--- src/timer_irq_pkg.sv ---
// Shared constants and types for the timer prescaler and flag block
`default_nettype none
package timer_irq_pkg;
	localparam logic [5:0] FLAGS_OFF   = 6'h0B;
	localparam logic [5:0] ENABLES_OFF = 6'h0C;
	localparam logic [5:0] GCTRL_OFF   = 6'h23;

	localparam int CAP_BIT  = 5;
	localparam int CMPB_BIT = 2;
	localparam int CMPA_BIT = 1;
	localparam int OVF_BIT  = 0;
	localparam int TSM_BIT  = 7;
	localparam int PSR_BIT  = 0;
	localparam logic [7:0] REG_RESET = 8'h00;

	// Internal flag vector index
	localparam int F_CAP  = 3;
	localparam int F_CMPB = 2;
	localparam int F_CMPA = 1;
	localparam int F_OVF  = 0;

	localparam int PRESC_W = 10;
	localparam logic [PRESC_W-1:0] DIV8_MASK    = 10'h007;
	localparam logic [PRESC_W-1:0] DIV64_MASK   = 10'h03F;
	localparam logic [PRESC_W-1:0] DIV256_MASK  = 10'h0FF;
	localparam logic [PRESC_W-1:0] DIV1024_MASK = 10'h3FF;

	typedef enum logic [2:0] {
		CS_STOP    = 3'h0,
		CS_DIV1    = 3'h1,
		CS_DIV8    = 3'h2,
		CS_DIV64   = 3'h3,
		CS_DIV256  = 3'h4,
		CS_DIV1024 = 3'h5,
		CS_EXT_FALL = 3'h6,
		CS_EXT_RISE = 3'h7
	} clock_select_t;

	localparam logic [3:0] WGM_NORMAL  = 4'h0;
	localparam logic [3:0] WGM_CTC_CMP = 4'h4;
	localparam logic [3:0] WGM_PFC_ICR = 4'h8;
	localparam logic [3:0] WGM_PC_ICR  = 4'hA;
	localparam logic [3:0] WGM_CTC_ICR = 4'hC;
	localparam logic [3:0] WGM_FAST_ICR = 4'hE;
	localparam logic [15:0] COUNT_MAX  = 16'hFFFF;

	typedef struct packed {
		logic [15:0] counter_value;
		logic [15:0] compare_a_register;
		logic [15:0] compare_b_register;
		logic [15:0] capture_register;
		logic [3:0]  waveform_mode;
	} timer1_core_t;

	typedef struct packed {
		logic [3:0] flags;
		logic [3:0] enables;
		logic       sync_hold_mode;
		logic       prescaler_reset;
		logic       pend_a;
		logic       pend_b;
		logic [7:0] rdata;
	} flag_state_t;

	typedef struct packed {
		logic [PRESC_W-1:0] count;
	} presc_state_t;

	typedef struct packed {
		logic s1;
		logic s2;
		logic s3;
	} sync_state_t;
endpackage : timer_irq_pkg
`default_nettype wire

--- src/prescaler.sv ---
// Free-running shared system clock prescaler with four taps
`timescale 1ns/1ps
`default_nettype none
module prescaler (
	input  wire logic       sys_clk_i,
	input  wire logic       rst_i,
	input  wire logic       prescaler_reset_i,
	output logic      [3:0] taps_o
);
	import timer_irq_pkg::*;

	presc_state_t st_q;
	presc_state_t st_d;

	always_comb
	begin
		st_d = st_q;
		// Held at zero while reset is asserted
		if (prescaler_reset_i)
			st_d.count = '0;
		else
			st_d.count = st_q.count + 10'h001;
	end

	always_ff @(posedge sys_clk_i)
	begin
		if (rst_i)
			st_q <= '0;
		else
			st_q <= st_d;
	end

	// Tap fires on the last count of each period; free running so first tick lands in 1..N+1
	assign taps_o[0] = (st_q.count & DIV8_MASK) == DIV8_MASK;
	assign taps_o[1] = (st_q.count & DIV64_MASK) == DIV64_MASK;
	assign taps_o[2] = (st_q.count & DIV256_MASK) == DIV256_MASK;
	assign taps_o[3] = (st_q.count & DIV1024_MASK) == DIV1024_MASK;
endmodule : prescaler
`default_nettype wire

--- src/ext_clock_sync.sv ---
// Synchroniser and edge detector for an external timer clock pin
`timescale 1ns/1ps
`default_nettype none
module ext_clock_sync (
	input  wire logic sys_clk_i,
	input  wire logic rst_i,
	input  wire logic external_timer_pin_i,
	output logic      rise_o,
	output logic      fall_o
);
	import timer_irq_pkg::*;

	sync_state_t st_q;
	sync_state_t st_d;

	always_comb
	begin
		st_d    = st_q;
		st_d.s1 = external_timer_pin_i;
		st_d.s2 = st_q.s1;
		st_d.s3 = st_q.s2;
	end

	always_ff @(posedge sys_clk_i)
	begin
		if (rst_i)
			st_q <= '0;
		else
			st_q <= st_d;
	end

	// Only s2 and s3 are compared; s1 may be metastable
	assign rise_o = st_q.s2 & ~st_q.s3;
	assign fall_o = ~st_q.s2 & st_q.s3;
endmodule : ext_clock_sync
`default_nettype wire

--- src/timer_prescaler_and_irq_flags.sv ---
// Timer prescaler, external clock input and timer1 interrupt flags
// How it works
// - Capture request needs capture enable, global flag and capture flag.
// - Compare-B request needs its enable, global flag and compare-B flag.
// - Compare-A request needs its enable, global flag and compare-A flag.
// - Overflow request needs its enable, global flag and overflow flag.
// - Bits 7:6 and 4:3 of enables and flags ignore writes, read zero.
// - Capture event on the capture pin sets the capture flag.
// - With capture register as top, reaching top sets capture flag instead.
// - Capture flag clears on vector acknowledge or software writing one.
// - Compare-B flag sets one timer tick after counter equals compare B.
// - Compare-A flag sets one timer tick after counter equals compare A.
// - Forced compare strobes never set a compare flag.
// - Compare flags clear on vector acknowledge or writing one.
// - Normal and clear-on-compare modes set overflow on counter wrap.
// - Overflow flag clears on vector acknowledge or writing one.
// - One shared prescaler; codes 1 to 5 give divide 1,8,64,256,1024.
// - First prescaled tick comes 1 to N+1 clocks after enabling.
// - External pin synchronised; codes 7 and 6 tick on rise and fall.
// - External edge reaches the counter 2 to 3 clocks later.
// - Sync hold mode keeps prescaler reset as written; clearing it resumes.
// - Writing prescaler reset resets prescaler; auto clears unless hold mode.
//
// Local design decision: the address-and-strobe port.
`timescale 1ns/1ps
`default_nettype none
module timer_prescaler_and_irq_flags (
	input  wire logic                        sys_clk_i,
	input  wire logic                        rst_i,
	input  wire logic [5:0]                  addr_i,
	input  wire logic [7:0]                  wdata_i,
	input  wire logic                        we_i,
	input  wire logic                        re_i,
	output logic      [7:0]                  rdata_o,
	input  wire logic [2:0]                  clock_select0_i,
	input  wire logic [2:0]                  clock_select1_i,
	input  wire logic                        external_timer_pin0_i,
	input  wire logic                        external_timer_pin1_i,
	output logic                             timer0_tick_o,
	output logic                             timer1_tick_o,
	input  wire timer_irq_pkg::timer1_core_t core_i,
	input  wire logic                        capture_event_i,
	input  wire logic                        overflow_event_i,
	input  wire logic                        force_compare_a_i,
	input  wire logic                        force_compare_b_i,
	input  wire logic                        global_irq_enable_i,
	input  wire logic [3:0]                  irq_ack_i,
	output logic      [3:0]                  irq_req_o
);
	import timer_irq_pkg::*;

	flag_state_t st_q;
	flag_state_t st_d;
	logic [3:0]  taps;
	logic        rise0;
	logic        fall0;
	logic        rise1;
	logic        fall1;
	logic        halted;
	logic        tick0;
	logic        tick1;
	logic        icr_top;
	logic        ovf_plain;
	logic [3:0]  hw_set;
	logic [3:0]  sw_clr;
	logic [7:0]  flags_byte;
	logic [7:0]  enables_byte;

	function automatic logic sel_tick(input logic [2:0] cs, input logic [3:0] tp,
		input logic rise, input logic fall);
		logic t;
		t = 1'b0;
		unique case (clock_select_t'(cs))
			CS_STOP:     t = 1'b0;
			CS_DIV1:     t = 1'b1;
			CS_DIV8:     t = tp[0];
			CS_DIV64:    t = tp[1];
			CS_DIV256:   t = tp[2];
			CS_DIV1024:  t = tp[3];
			CS_EXT_FALL: t = fall;
			CS_EXT_RISE: t = rise;
		endcase
		return t;
	endfunction : sel_tick

	function automatic logic [7:0] pack_bits(input logic [3:0] v);
		logic [7:0] b;
		b = 8'h00;
		b[CAP_BIT]  = v[F_CAP];
		b[CMPB_BIT] = v[F_CMPB];
		b[CMPA_BIT] = v[F_CMPA];
		b[OVF_BIT]  = v[F_OVF];
		return b;
	endfunction : pack_bits

	function automatic logic [3:0] unpack_bits(input logic [7:0] b);
		return {b[CAP_BIT], b[CMPB_BIT], b[CMPA_BIT], b[OVF_BIT]};
	endfunction : unpack_bits

	prescaler u_prescaler (
		.sys_clk_i         (sys_clk_i),
		.rst_i             (rst_i),
		.prescaler_reset_i (st_q.prescaler_reset),
		.taps_o            (taps)
	);

	ext_clock_sync u_ext0 (
		.sys_clk_i            (sys_clk_i),
		.rst_i                (rst_i),
		.external_timer_pin_i (external_timer_pin0_i),
		.rise_o               (rise0),
		.fall_o               (fall0)
	);

	ext_clock_sync u_ext1 (
		.sys_clk_i            (sys_clk_i),
		.rst_i                (rst_i),
		.external_timer_pin_i (external_timer_pin1_i),
		.rise_o               (rise1),
		.fall_o               (fall1)
	);

	// Held prescaler reset stops every timer, external ones included
	assign halted = st_q.prescaler_reset;
	assign tick0  = ~halted & sel_tick(clock_select0_i, taps, rise0, fall0);
	assign tick1  = ~halted & sel_tick(clock_select1_i, taps, rise1, fall1);
	assign timer0_tick_o = tick0;
	assign timer1_tick_o = tick1;

	assign icr_top = (core_i.waveform_mode == WGM_PFC_ICR) ||
		(core_i.waveform_mode == WGM_PC_ICR) ||
		(core_i.waveform_mode == WGM_CTC_ICR) ||
		(core_i.waveform_mode == WGM_FAST_ICR);
	assign ovf_plain = (core_i.waveform_mode == WGM_NORMAL) ||
		(core_i.waveform_mode == WGM_CTC_CMP) ||
		(core_i.waveform_mode == WGM_CTC_ICR);

	always_comb
	begin
		hw_set = 4'h0;
		// Capture pin is disconnected while the capture register is top
		if (icr_top)
			hw_set[F_CAP] = tick1 && (core_i.counter_value == core_i.capture_register);
		else
			hw_set[F_CAP] = capture_event_i;
		// Force strobes are deliberately not inputs to these terms
		hw_set[F_CMPB] = tick1 & st_q.pend_b;
		hw_set[F_CMPA] = tick1 & st_q.pend_a;
		// Other modes: the core reports its own overflow point
		if (ovf_plain)
			hw_set[F_OVF] = tick1 && (core_i.counter_value == COUNT_MAX);
		else
			hw_set[F_OVF] = overflow_event_i;
	end

	always_comb
	begin
		sw_clr = irq_ack_i;
		if (we_i && addr_i == FLAGS_OFF)
			sw_clr = sw_clr | unpack_bits(wdata_i);
	end

	assign flags_byte   = pack_bits(st_q.flags);
	assign enables_byte = pack_bits(st_q.enables);

	always_comb
	begin
		st_d = st_q;
		// Set has priority so no event is lost to a racing clear
		st_d.flags = (st_q.flags & ~sw_clr) | hw_set;
		if (tick1)
		begin
			st_d.pend_a = core_i.counter_value == core_i.compare_a_register;
			st_d.pend_b = core_i.counter_value == core_i.compare_b_register;
		end
		if (~st_q.sync_hold_mode)
			st_d.prescaler_reset = 1'b0;
		if (we_i && addr_i == ENABLES_OFF)
			st_d.enables = unpack_bits(wdata_i);
		if (we_i && addr_i == GCTRL_OFF)
		begin
			st_d.sync_hold_mode  = wdata_i[TSM_BIT];
			st_d.prescaler_reset = wdata_i[PSR_BIT];
		end
		st_d.rdata = 8'h00;
		if (re_i)
		begin
			unique case (addr_i)
				FLAGS_OFF:   st_d.rdata = flags_byte;
				ENABLES_OFF: st_d.rdata = enables_byte;
				GCTRL_OFF:
				begin
					st_d.rdata[TSM_BIT] = st_q.sync_hold_mode;
					st_d.rdata[PSR_BIT] = st_q.prescaler_reset;
				end
				default:     st_d.rdata = 8'h00;
			endcase
		end
	end

	always_ff @(posedge sys_clk_i)
	begin
		if (rst_i)
		begin
			st_q       <= '0;
			st_q.rdata <= REG_RESET;
		end
		else
			st_q <= st_d;
	end

	assign rdata_o = st_q.rdata;

	// Global flag is a live input so masking it acts at once
	assign irq_req_o[F_CAP]  = st_q.enables[F_CAP] & global_irq_enable_i & st_q.flags[F_CAP];
	assign irq_req_o[F_CMPB] = st_q.enables[F_CMPB] & global_irq_enable_i & st_q.flags[F_CMPB];
	assign irq_req_o[F_CMPA] = st_q.enables[F_CMPA] & global_irq_enable_i & st_q.flags[F_CMPA];
	assign irq_req_o[F_OVF]  = st_q.enables[F_OVF] & global_irq_enable_i & st_q.flags[F_OVF];
endmodule : timer_prescaler_and_irq_flags
`default_nettype wire

--- config.mk ---
export PLATFORM = sky130hd
export DESIGN_NAME = timer_prescaler_and_irq_flags
export DESIGN_NICKNAME = d
export VERILOG_FILES = /design/src/timer_irq_pkg.sv /design/src/prescaler.sv /design/src/ext_clock_sync.sv /design/src/timer_prescaler_and_irq_flags.sv
export SDC_FILE = /design/constraint.sdc
export NUM_CORES = 1
export LEC_CHECK = 0
export ABC_AREA = 1
export BUFFER_PORTS_ARGS = -buffer_cell sky130_fd_sc_hd__buf_2
export CORE_UTILIZATION = 46
export DETAILED_ROUTE_END_ITERATION = 8
export PLACE_DENSITY_LB_ADDON = 0.05
export SYNTH_ARGS = -nofsm -noshare
export SYNTH_HDL_FRONTEND = slang
export SYNTH_SLANG_ARGS = --single-unit
--- constraint.sdc ---
create_clock -name sys_clk_i -period 2.2 [get_ports sys_clk_i]
set_clock_uncertainty 0.2 [all_clocks]
set_input_delay 0 -clock sys_clk_i [delete_from_list [all_inputs] [get_ports sys_clk_i]]
set_output_delay 0 -clock sys_clk_i [all_outputs]
set_load 0.005 [all_outputs]
Yosys cells after proc, flatten, opt, wreduce, memory -nomap -nowiden
Cells that the tools add are included.

operators by class
  add/subtract/negate cells = 1
  equality and inequality tests = 31
  muxes and demuxes = 9
  bitwise gates (word level) = 27
  reductions and logical operators = 16

operator list
  cell                                                                   count
  16-bit equality test                                                   3
  3-bit equality test, second input constant                             9
  1-bit AND                                                              16
  16-bit equality test, second input constant                            1
  4-bit equality test, second input constant                             4
  1-bit one-hot mux with 8 select lines                                  2
  3-bit by 2-bit equality test with 1-bit output, second input constant  4
  6-bit by 4-bit equality test with 1-bit output, second input constant  2
  6-bit equality test, second input constant                             2
  10-bit by 1-bit adder with 10-bit output, second input constant        1
  10-bit equality test, second input constant                            1
  5-bit one-hot mux with 2 select lines                                  1
  8-bit equality test, second input constant                             1
  4-bit OR                                                               2
  1-bit NOT                                                              7
  3-bit by 1-bit equality test with 1-bit output, second input constant  2
  3-bit zero test                                                        2
  1-bit logical AND                                                      5
  1-bit logical OR                                                       5
  4-bit AND                                                              1
  4-bit by 3-bit equality test with 1-bit output, second input constant  1
  4-bit zero test                                                        1
  1-bit two-way mux                                                      4
  4-bit two-way mux                                                      1
  5 further kinds                                                        6

word-level totals
  flip-flop bits (word level) = 36
  output and inout port bits = 14
  logic and storage cells = 99

Depth between registers and ports, before layout
Gate-level depths: netlist of the first run.

  depth after elaboration = 7
  gate-level depth with buffers = 10
  gate-level depth less buffers = 10

Modules after synthesis
Synthesis of the first run repeated with hierarchy kept, for this count alone.

second synthesis, totals
  cell total of the unflattened synthesis = 375
  area total of the unflattened synthesis = 2,366.0 µm²

by module, submodules not included
  module                         times used  cells each  area an instance (µm²)  seq. area each (µm²)
  timer_prescaler_and_irq_flags  1           290         1,721.7                 340.3
  prescaler                      1           61          456.7                   200.2
  ext_clock_sync                 2           12          93.8                    60.1

Worst setup path after synthesis of the first run
Ideal clock, no wire load.

  kind = reg2reg
  start point = reg u_prescaler.st_q[0] (netlist name)
  end point = reg st_q[8] (netlist name)
  library setup time = 110 ps
  data arrival time = 1,362 ps
  setup slack = 527 ps
  stages on the path, launching flop included = 10
  clock period less this slack = 1,673 ps
  cells stage by stage = dfxtp_1 ha_1 ha_1 nand4_1 nand2_1 nor2_2 nand3_4 and2_4 nor2_2 nor2_2

on the way
  cells in the longest elaborated chain, start to end = 3
  elaborated cells on any way between the ends = 6

ends and longest elaborated chain
  item                                                RTL line                              RTL
  start: declaration                                  prescaler.sv:12                       presc_state_t st_q;
  start signal: assignment                            prescaler.sv:30                       st_q <= st_d;
  10-bit equality test, or another cell as far along  prescaler.sv:37                       assign taps_o[3] = (st_q.count & DIV1024_MASK) == DIV1024_MASK;
  1-bit one-hot mux with 8 select lines *             timer_prescaler_and_irq_flags.sv:73   unique case (clock_select_t'(cs))
  1-bit AND *                                         timer_prescaler_and_irq_flags.sv:126  assign tick1 = ~halted & sel_tick(clock_select1_i, taps, rise1, fall1);
  named net timer1_tick_o                             timer_prescaler_and_irq_flags.sv:40   output logic timer1_tick_o,
  end signal: assignment                              timer_prescaler_and_irq_flags.sv:209  st_q <= st_d;
  end: declaration                                    timer_prescaler_and_irq_flags.sv:52   flag_state_t st_q;

Mark *: on every way through the listed nets, which the timed path passes. The rest lies on a longest branch.
A chain may end at the register's enable or synchronous reset.

Final worst setup path of the first run
  start point = in addr_i[2]
  end point = reg st_q, in the netlist halted

on the way
  cells in the longest elaborated chain, start to end = 3
  elaborated cells on any way between the ends = 4

ends and longest elaborated chain
  item                                                                                            RTL line                              RTL
  start: declaration                                                                              timer_prescaler_and_irq_flags.sv:30   input wire logic [5:0] addr_i,
  6-bit equality test *                                                                           timer_prescaler_and_irq_flags.sv:180  if (we_i && addr_i == GCTRL_OFF)
  1-bit logical AND *                                                                             timer_prescaler_and_irq_flags.sv:180
  2-bit by 1-bit != test with 1-bit output (no source line) or 1-bit two-way mux (tied branches)  --

Every way passes the cells marked *; elsewhere a longest branch is shown, timed or not.

==> flow_summary.toml, run 1 <==
[power_and_ir_drop]
ir_drop_mv = 0.335
p_leak_uw = 0.00160
power_density_nw_per_um2 = 423

[setup_path]
reg2reg_from = "u_prescaler.st_q[0]"
rrSetupSlack_ps = 440
worstPathMaxFanout = 3
cp.required_ps = 2220
critPathKind = "in2reg"
reg2regPathDepth = 9
endpoint_kind = "register"
critPathArrivalTime_ps = 2020
startpoint_type = "primary input"
reg2reg_to = "st_q[9]"

[timing]
finalHoldViolations = 0
worst_slack_ps = 201
tns_ps = 0
setup_viol = 0
min_period_over_period_pct = 90.9
fmax_mhz = 500
drv_slew = 0
fin_crit_ps = 2000
rsz0062_at_grt = "no"

[routing]
avgViaCountPerCell = 4.52
drc = 0
drt_first_pass_iters = 5
num_vias = 2544
initialDrtViolationCount = 76
wl_per_cell_um = 10.3
ant_nets = 0
totalWireLength_mm = 5.78

[die]
fp.coreArea_um2 = 4790
initial_core_util_pct = 48.4
die_h_um = 73.0
num_io_pins = 117
row_count = 25
die_width_um = 73.0
die_area_um2 = 5330

[clock_tree]
clock-sinks = 33
clock_latency_ps = 280
clk_pin_slew_ps = 60
cts_buffer_depth = 2
cts-root-buf = "clkbuf_8"
cts_tree = "built"
cts_buffers = 5
postCtsSetupRepairBufs = 0
h-tree-depth = 2

[logic_synthesis]
synth-xor-area-share_pct = 15.5
ys.warnings.count = 0
yosys.area_share.simple_pct = 34.2
syn_area_um2 = 2320
synthMuxAreaShare_pct = 0
synth_compound_area_share_pct = 8.26
netlist_instances = 359
synth_top_family_by_area = "simple AND/OR/NAND/NOR gates"
synth_seq_cells = 33
synth-adder-area-share_pct = 1.08
ys_seq_area_share_pct = 28.5
syn_avg_cell_area_um2 = 6.46
synthDistinctLibCells = 29

[hold_path]
min_from = "core_i[10]"
hold_depth = 8
hold_path_end = "flags_byte[5]"
hold_path.class = "in2reg"

[global_routing]
use_met3_pct = 5.25
grt_use_total_pct = 22.9
grt_pass1_vias = 2365
globalRoute.totalOverflow = 0
grt_antenna_before_repair = 0
grt_most_used_layer = "met2"
met1_usage_pct = 26.0
grt_pass1_wl_mm = 9.56
grt_max_degree = 15
use_met2_pct = 43.0

[placed_design]
place_worst_setup_slack_ps = 436
portBuffers = 108
detailed_place_hpwl_mm = 4.52
place_congestion = 0.813

[cells_and_area]
area_growth_pct = 40.0
drive_gt1_share_pct = 26.0
nFillCells = 474
antennaDiodeCount = 0
final_common_cell = "buf_2"
layout_common_cells = "108 x buf_2, 67 x nand2_1, 60 x nor2_1"
final_nets = 600

[run_status]
status = "complete, no violations"

[flow_run]
drv_cap = 0
[final cells by class]
type,count,area (um2),area share [%]
Timing Repair Buffer,136,821,25.3
Multi-Input combinational cell,260,1380,42.5
Inverter,59,221,6.82
Clock buffer,8,80.1,2.47
Tap cell,67,83.8,2.58
Sequential cell,33,661,20.3
[Yosys cell counts]
cell type / instances / area [um2]
nand4_1: 10 / 62.6
clkbuf_1: 1 / 3.75
nand2_1: 67 / 251
nor2_4: 1 / 11.3
conb_1: 1 / 3.75
nand3_2: 1 / 10.0
o22ai_1: 1 / 6.26
and3_1: 1 / 6.26
a22oi_1: 1 / 7.51
ha_1: 2 / 25.0
clkinv_1: 1 / 3.75
nor2_2: 10 / 62.6
nand3_1: 16 / 80.1
a21oi_1: 18 / 90.1
a31oi_1: 1 / 6.26
xnor2_1: 26 / 228
xor2_1: 15 / 131
nand2_2: 2 / 12.5
nand3b_1: 2 / 15.0
nand3_4: 1 / 17.5
and2_4: 1 / 8.76
o21ai_0: 13 / 65.1
buf_4: 8 / 60.1
nor2_1: 60 / 225
o32ai_1: 1 / 8.76
nor3_1: 6 / 30.0
dfxtp_1: 33 / 661
inv_1: 58 / 218
a211oi_1: 1 / 7.51
[routing by layer]
| metal | part of all wire (%) | wire length [um] |
|---|---|---|
| met1 | 44 | 2550 |
| met2 | 50 | 2900 |
| met3 | 5.4 | 311 |
| met4 | 0.33 | 19 |
| met5 | 0 | 0 |
[through the flow]
| stage | util (%) | hold slack [ps] | instances | cell area, um2 | power [uW] |
|---|---|---|---|---|---|
| finish | 67.8 | 0.308 | 563 | 3250 | 1370 |
| global placement | 60.3 | 4.89 | 527 | 2890 | 918 |
| detailed placement | 60.3 | 10.1 | 527 | 2890 | 926 |
| global route | 67.8 | 39.7 | 563 | 3250 | 1470 |
| CTS | 67.8 | 2.76 | 563 | 3250 | 1390 |
| floorplan | - | -145 | 361 | 2330 | 787 |
[where the power goes]
part / leakage [uW] / switching (uW) / internal [uW] / total (uW)
Clock: 0.0000395 / 207 / 225 / 431
Combinational: 0.00130 / 153 / 171 / 323
Sequential: 0.000268 / 7.91 / 613 / 620
Total: 0.00160 / 367 / 1010 / 1370
[worst max-delay path: stages]
cell           delay (ps)
buf_2                 100
inv_1                  60
nand3_1                60
inv_1                  80
nand4_1               130
nor2_1                220
nand2_1                70
dlygate4sd3_1         560
a21oi_1               160
dlygate4sd3_1         580
[registers in the layout (all words and copies together), names as in the netlist, 2 cells and up]
name / flops
flags_byte: 4
rdata_o: 5
u_ext1.st_d: 2
st_q: 3
u_ext0.st_d: 2
enables_byte: 4
u_prescaler.st_q: 10
[cells by family after synthesis]
| family | Yosys count |
|---|---|
| compound gates | 36 |
| xor+xnor | 41 |
| fa+ha+maj | 2 |
| buf+inv | 68 |
| flops | 33 |
| other cells | 1 |
| simple gates | 178 |
[what timing repair did]
| action | 4_1_cts | 5_1_grt |
|---|---|---|
| endpoints found under the hold margin | 21 | 0 |
| hold buffers | 28 | 0 |
| resized for setup | 0 | 0 |
[how the worst max path moves through the flow]
stage                   startpoint            end  slack (ps)  cells past startpoint
6_report                 addr_i[2]         halted         200                     10
3_3_place_gp   u_prescaler.st_q[0]        st_q[9]         460                      9
3_5_place_dp   u_prescaler.st_q[0]        st_q[9]         440                      9
2_1_floorplan  u_prescaler.st_q[0]        st_q[8]         530                      9
5_1_grt                  addr_i[2]         halted          70                     10
4_1_cts        u_prescaler.st_q[0]  timer1_tick_o         240                      8
Note: power is estimated with default switching activity, not from simulation.
==> run 2: changes to the inputs <==
--- a/config.mk
+++ b/config.mk
@@ -12,4 +12,5 @@
 export PLACE_DENSITY_LB_ADDON = 0.05
 export SYNTH_ARGS = -nofsm -noshare
 export SYNTH_HDL_FRONTEND = slang
+export SYNTH_HIERARCHICAL = 1
 export SYNTH_SLANG_ARGS = --single-unit
==> run 2 against run 1 <==
Critical path depth fell by 2. Synthesized area up 2.1%. Global-route usage rose by 0.86 points. Sequential cell count stayed put. Total power up 14%. Worst setup slack got worse by 120 ps. Final area increased by 5.7%. Clock power grew 37%. Combinational power grew 7.7%. Hold slack better by 32 ps. Via count grew 5.3%. Critical path type unchanged. Largest power group unchanged. Highest routed layer unchanged.
==> flow_summary.toml, run 2 <==
[flow_run]
drv_cap = 0

[power_and_ir_drop]
p_sw_uw = 397
p_clk_share_pct = 37.8
power_switching_share_pct = 25.4
p_leak_uw = 0.00169
p_comb_share_pct = 22.3
pwr-share-seq_pct = 39.9
power_density_nw_per_um2 = 456
total_power_uw = 1560
p_int_uw = 1170
ir_drop_mv = 0.244

[cells_and_area]
largest_reg_flops = 10
area_growth_pct = 45.0
largest-register = "u_prescaler/st_q"
final_common_cell = "buf_2"
layout_common_cells = "108 x buf_2, 92 x nand2_1, 67 x nor2_1"
nFillCells = 425
antennaDiodeCount = 0
drive_gt1_share_pct = 28.4
final_nets = 626

[routing]
totalWireLength_mm = 5.91
drc = 0
num_vias = 2680
ant_nets = 0
drt_first_pass_iters = 4
initialDrtViolationCount = 63
wl_per_cell_um = 10.0
avgViaCountPerCell = 4.55

[global_routing]
grt_pass1_vias = 2584
grt_pass1_wl_mm = 10.2
globalRoute.totalOverflow = 0
grt_max_degree = 15
grt_use_total_pct = 23.8
grt_antenna_before_repair = 0

[logic_synthesis]
synth_ff_type = "dfxtp_1"
synth-async-reset-ratio_pct = 0
synth_seq_cells = 33
synth_area_leaders = "dfxtp_1 28%, nand2_1 15%, nor2_1 11%"
synth_edf_count = 0
syn_avg_cell_area_um2 = 6.31
netlist_top_cells_count = "92 x nand2_1, 67 x nor2_1, 51 x inv_1, 33 x dfxtp_1, 25 x xnor2_1"
synth.most_common_cell = "nand2_1"
synth_area_leader_cell = "dfxtp_1"
syn_area_um2 = 2370
post-synth-top-area-fraction_pct = 27.9
netlist_instances = 375
ys_seq_area_share_pct = 27.9
ys.warnings.count = 6
synthDistinctLibCells = 32

[setup_path]
critPathArrivalTime_ps = 2090
worstPathMaxFanout = 3
cp.required_ps = 2170
endpoint_kind = "register"
worst_path_dominant_cell_family = "buffers and inverters"
crit_chain = "dlygate4sd3_1 > buf_2 > nand2_2 > clkinv_1 > nand2_1 > dlygate4sd3_1 > a21oi_1 > dlygate4sd3_1"
rrSetupSlack_ps = 150
critPathSlowestCell = "dlygate4sd3_1"
crit_buf_inv = 5
critPathKind = "in2reg"
startpoint_type = "primary input"
cpPeakStageDelay_ps = 580
crit_top_cell = "dlygate4sd3_1"

[run_status]
status = "complete, no violations"

[die]
initial_core_util_pct = 48.8
die_area_um2 = 5430
fp.coreArea_um2 = 4850
num_io_pins = 117
die_h_um = 73.7
die_width_um = 73.7
row_count = 25

[timing]
worst_slack_ps = 83.2
fin_crit_ps = 2120
min_period_over_period_pct = 96.2
setup_viol = 0
tns_ps = 0
drv_slew = 0
finalHoldViolations = 0
fmax_mhz = 472

[clock_tree]
clock-sinks = 33
cts_buffers = 5
h-tree-depth = 2
clk_pin_slew_ps = 70
cts_buffer_depth = 2
cts-root-buf = "clkbuf_8"
clock_latency_ps = 290
cts_tree = "built"

[placed_design]
detailed_place_hpwl_mm = 4.59
place_worst_setup_slack_ps = 150
place_congestion = 0.844
portBuffers = 108

[hold_path]
hold_path.class = "in2reg"
run 2: power groups by stage:
stage               sequential, uW  clock (uW)  combinational (uW)
floorplan                      634           0                 165
global placement               637           0                 300
detailed placement             637           0                 306
CTS                            623         608                 345
global route                   625         631                 395
finish                         624         591                 348
run 2: stage by stage:
step	cells	utilization [%]	cell area, um2	hold WS (ps)
global route	589	70.8	3430	62.3
finish	589	70.8	3430	32.6
floorplan	377	-	2370	-131
global placement	545	60.7	2950	2.04
detailed placement	545	60.7	2950	12.0
CTS	588	70.5	3420	27.0
run 2: timing repair:
action | CTS | global route
resized for setup | 0 | 3
hold endpoints to repair | 21 | 0
setup buffers | 0 | 1
setup endpoints to repair | 0 | 4
hold buffers | 35 | 0
run 2: path summary, 6_finish.rpt:
check                               startpoint        endpoint  depth (start not counted)
worst max-delay path                      we_i        st_q[11]                          8
worst min-delay path                core_i[67]   flags_byte[0]                          7
worst max register to register          halted          halted                          4
worst min register to register  u_ext0/st_d[1]  u_ext0/st_d[0]                          2
run 2: worst min-delay path: stages:
cell and delay [ps]:
buf_2 130, inv_2 50, nor3_1 50, nand3_1 90, nor3_2 40, nand2_1 50
a21oi_1 50
run 2: cell families after synthesis:
group	after synthesis	synth area share (%)
fa+ha+maj	2	1.06
compound gates	35	8.94
xor+xnor	33	12.2
buf+inv	64	11.4
flops	33	27.9
simple gates	207	38.3
other cells	1	0.158
run 2: layout make-up:
| type | count | area (um2) | area share (%) |
|---|---|---|---|
| tap | 67 | 83.8 | 2.44 |
| clock inverter | 2 | 37.5 | 1.09 |
| sequential | 33 | 662 | 19.3 |
| multi-input combinational | 280 | 1450 | 42.2 |
| timing repair buffer | 145 | 906 | 26.4 |
| inverter | 56 | 210 | 6.13 |
| clock buffer | 6 | 82.6 | 2.41 |
run 2: layer usage:
layer  track usage, %  wire length (um)
met1             25.8              2550
met2             45.1              2900
met3             4.94               354
met4             8.33               106
met5                0                 0
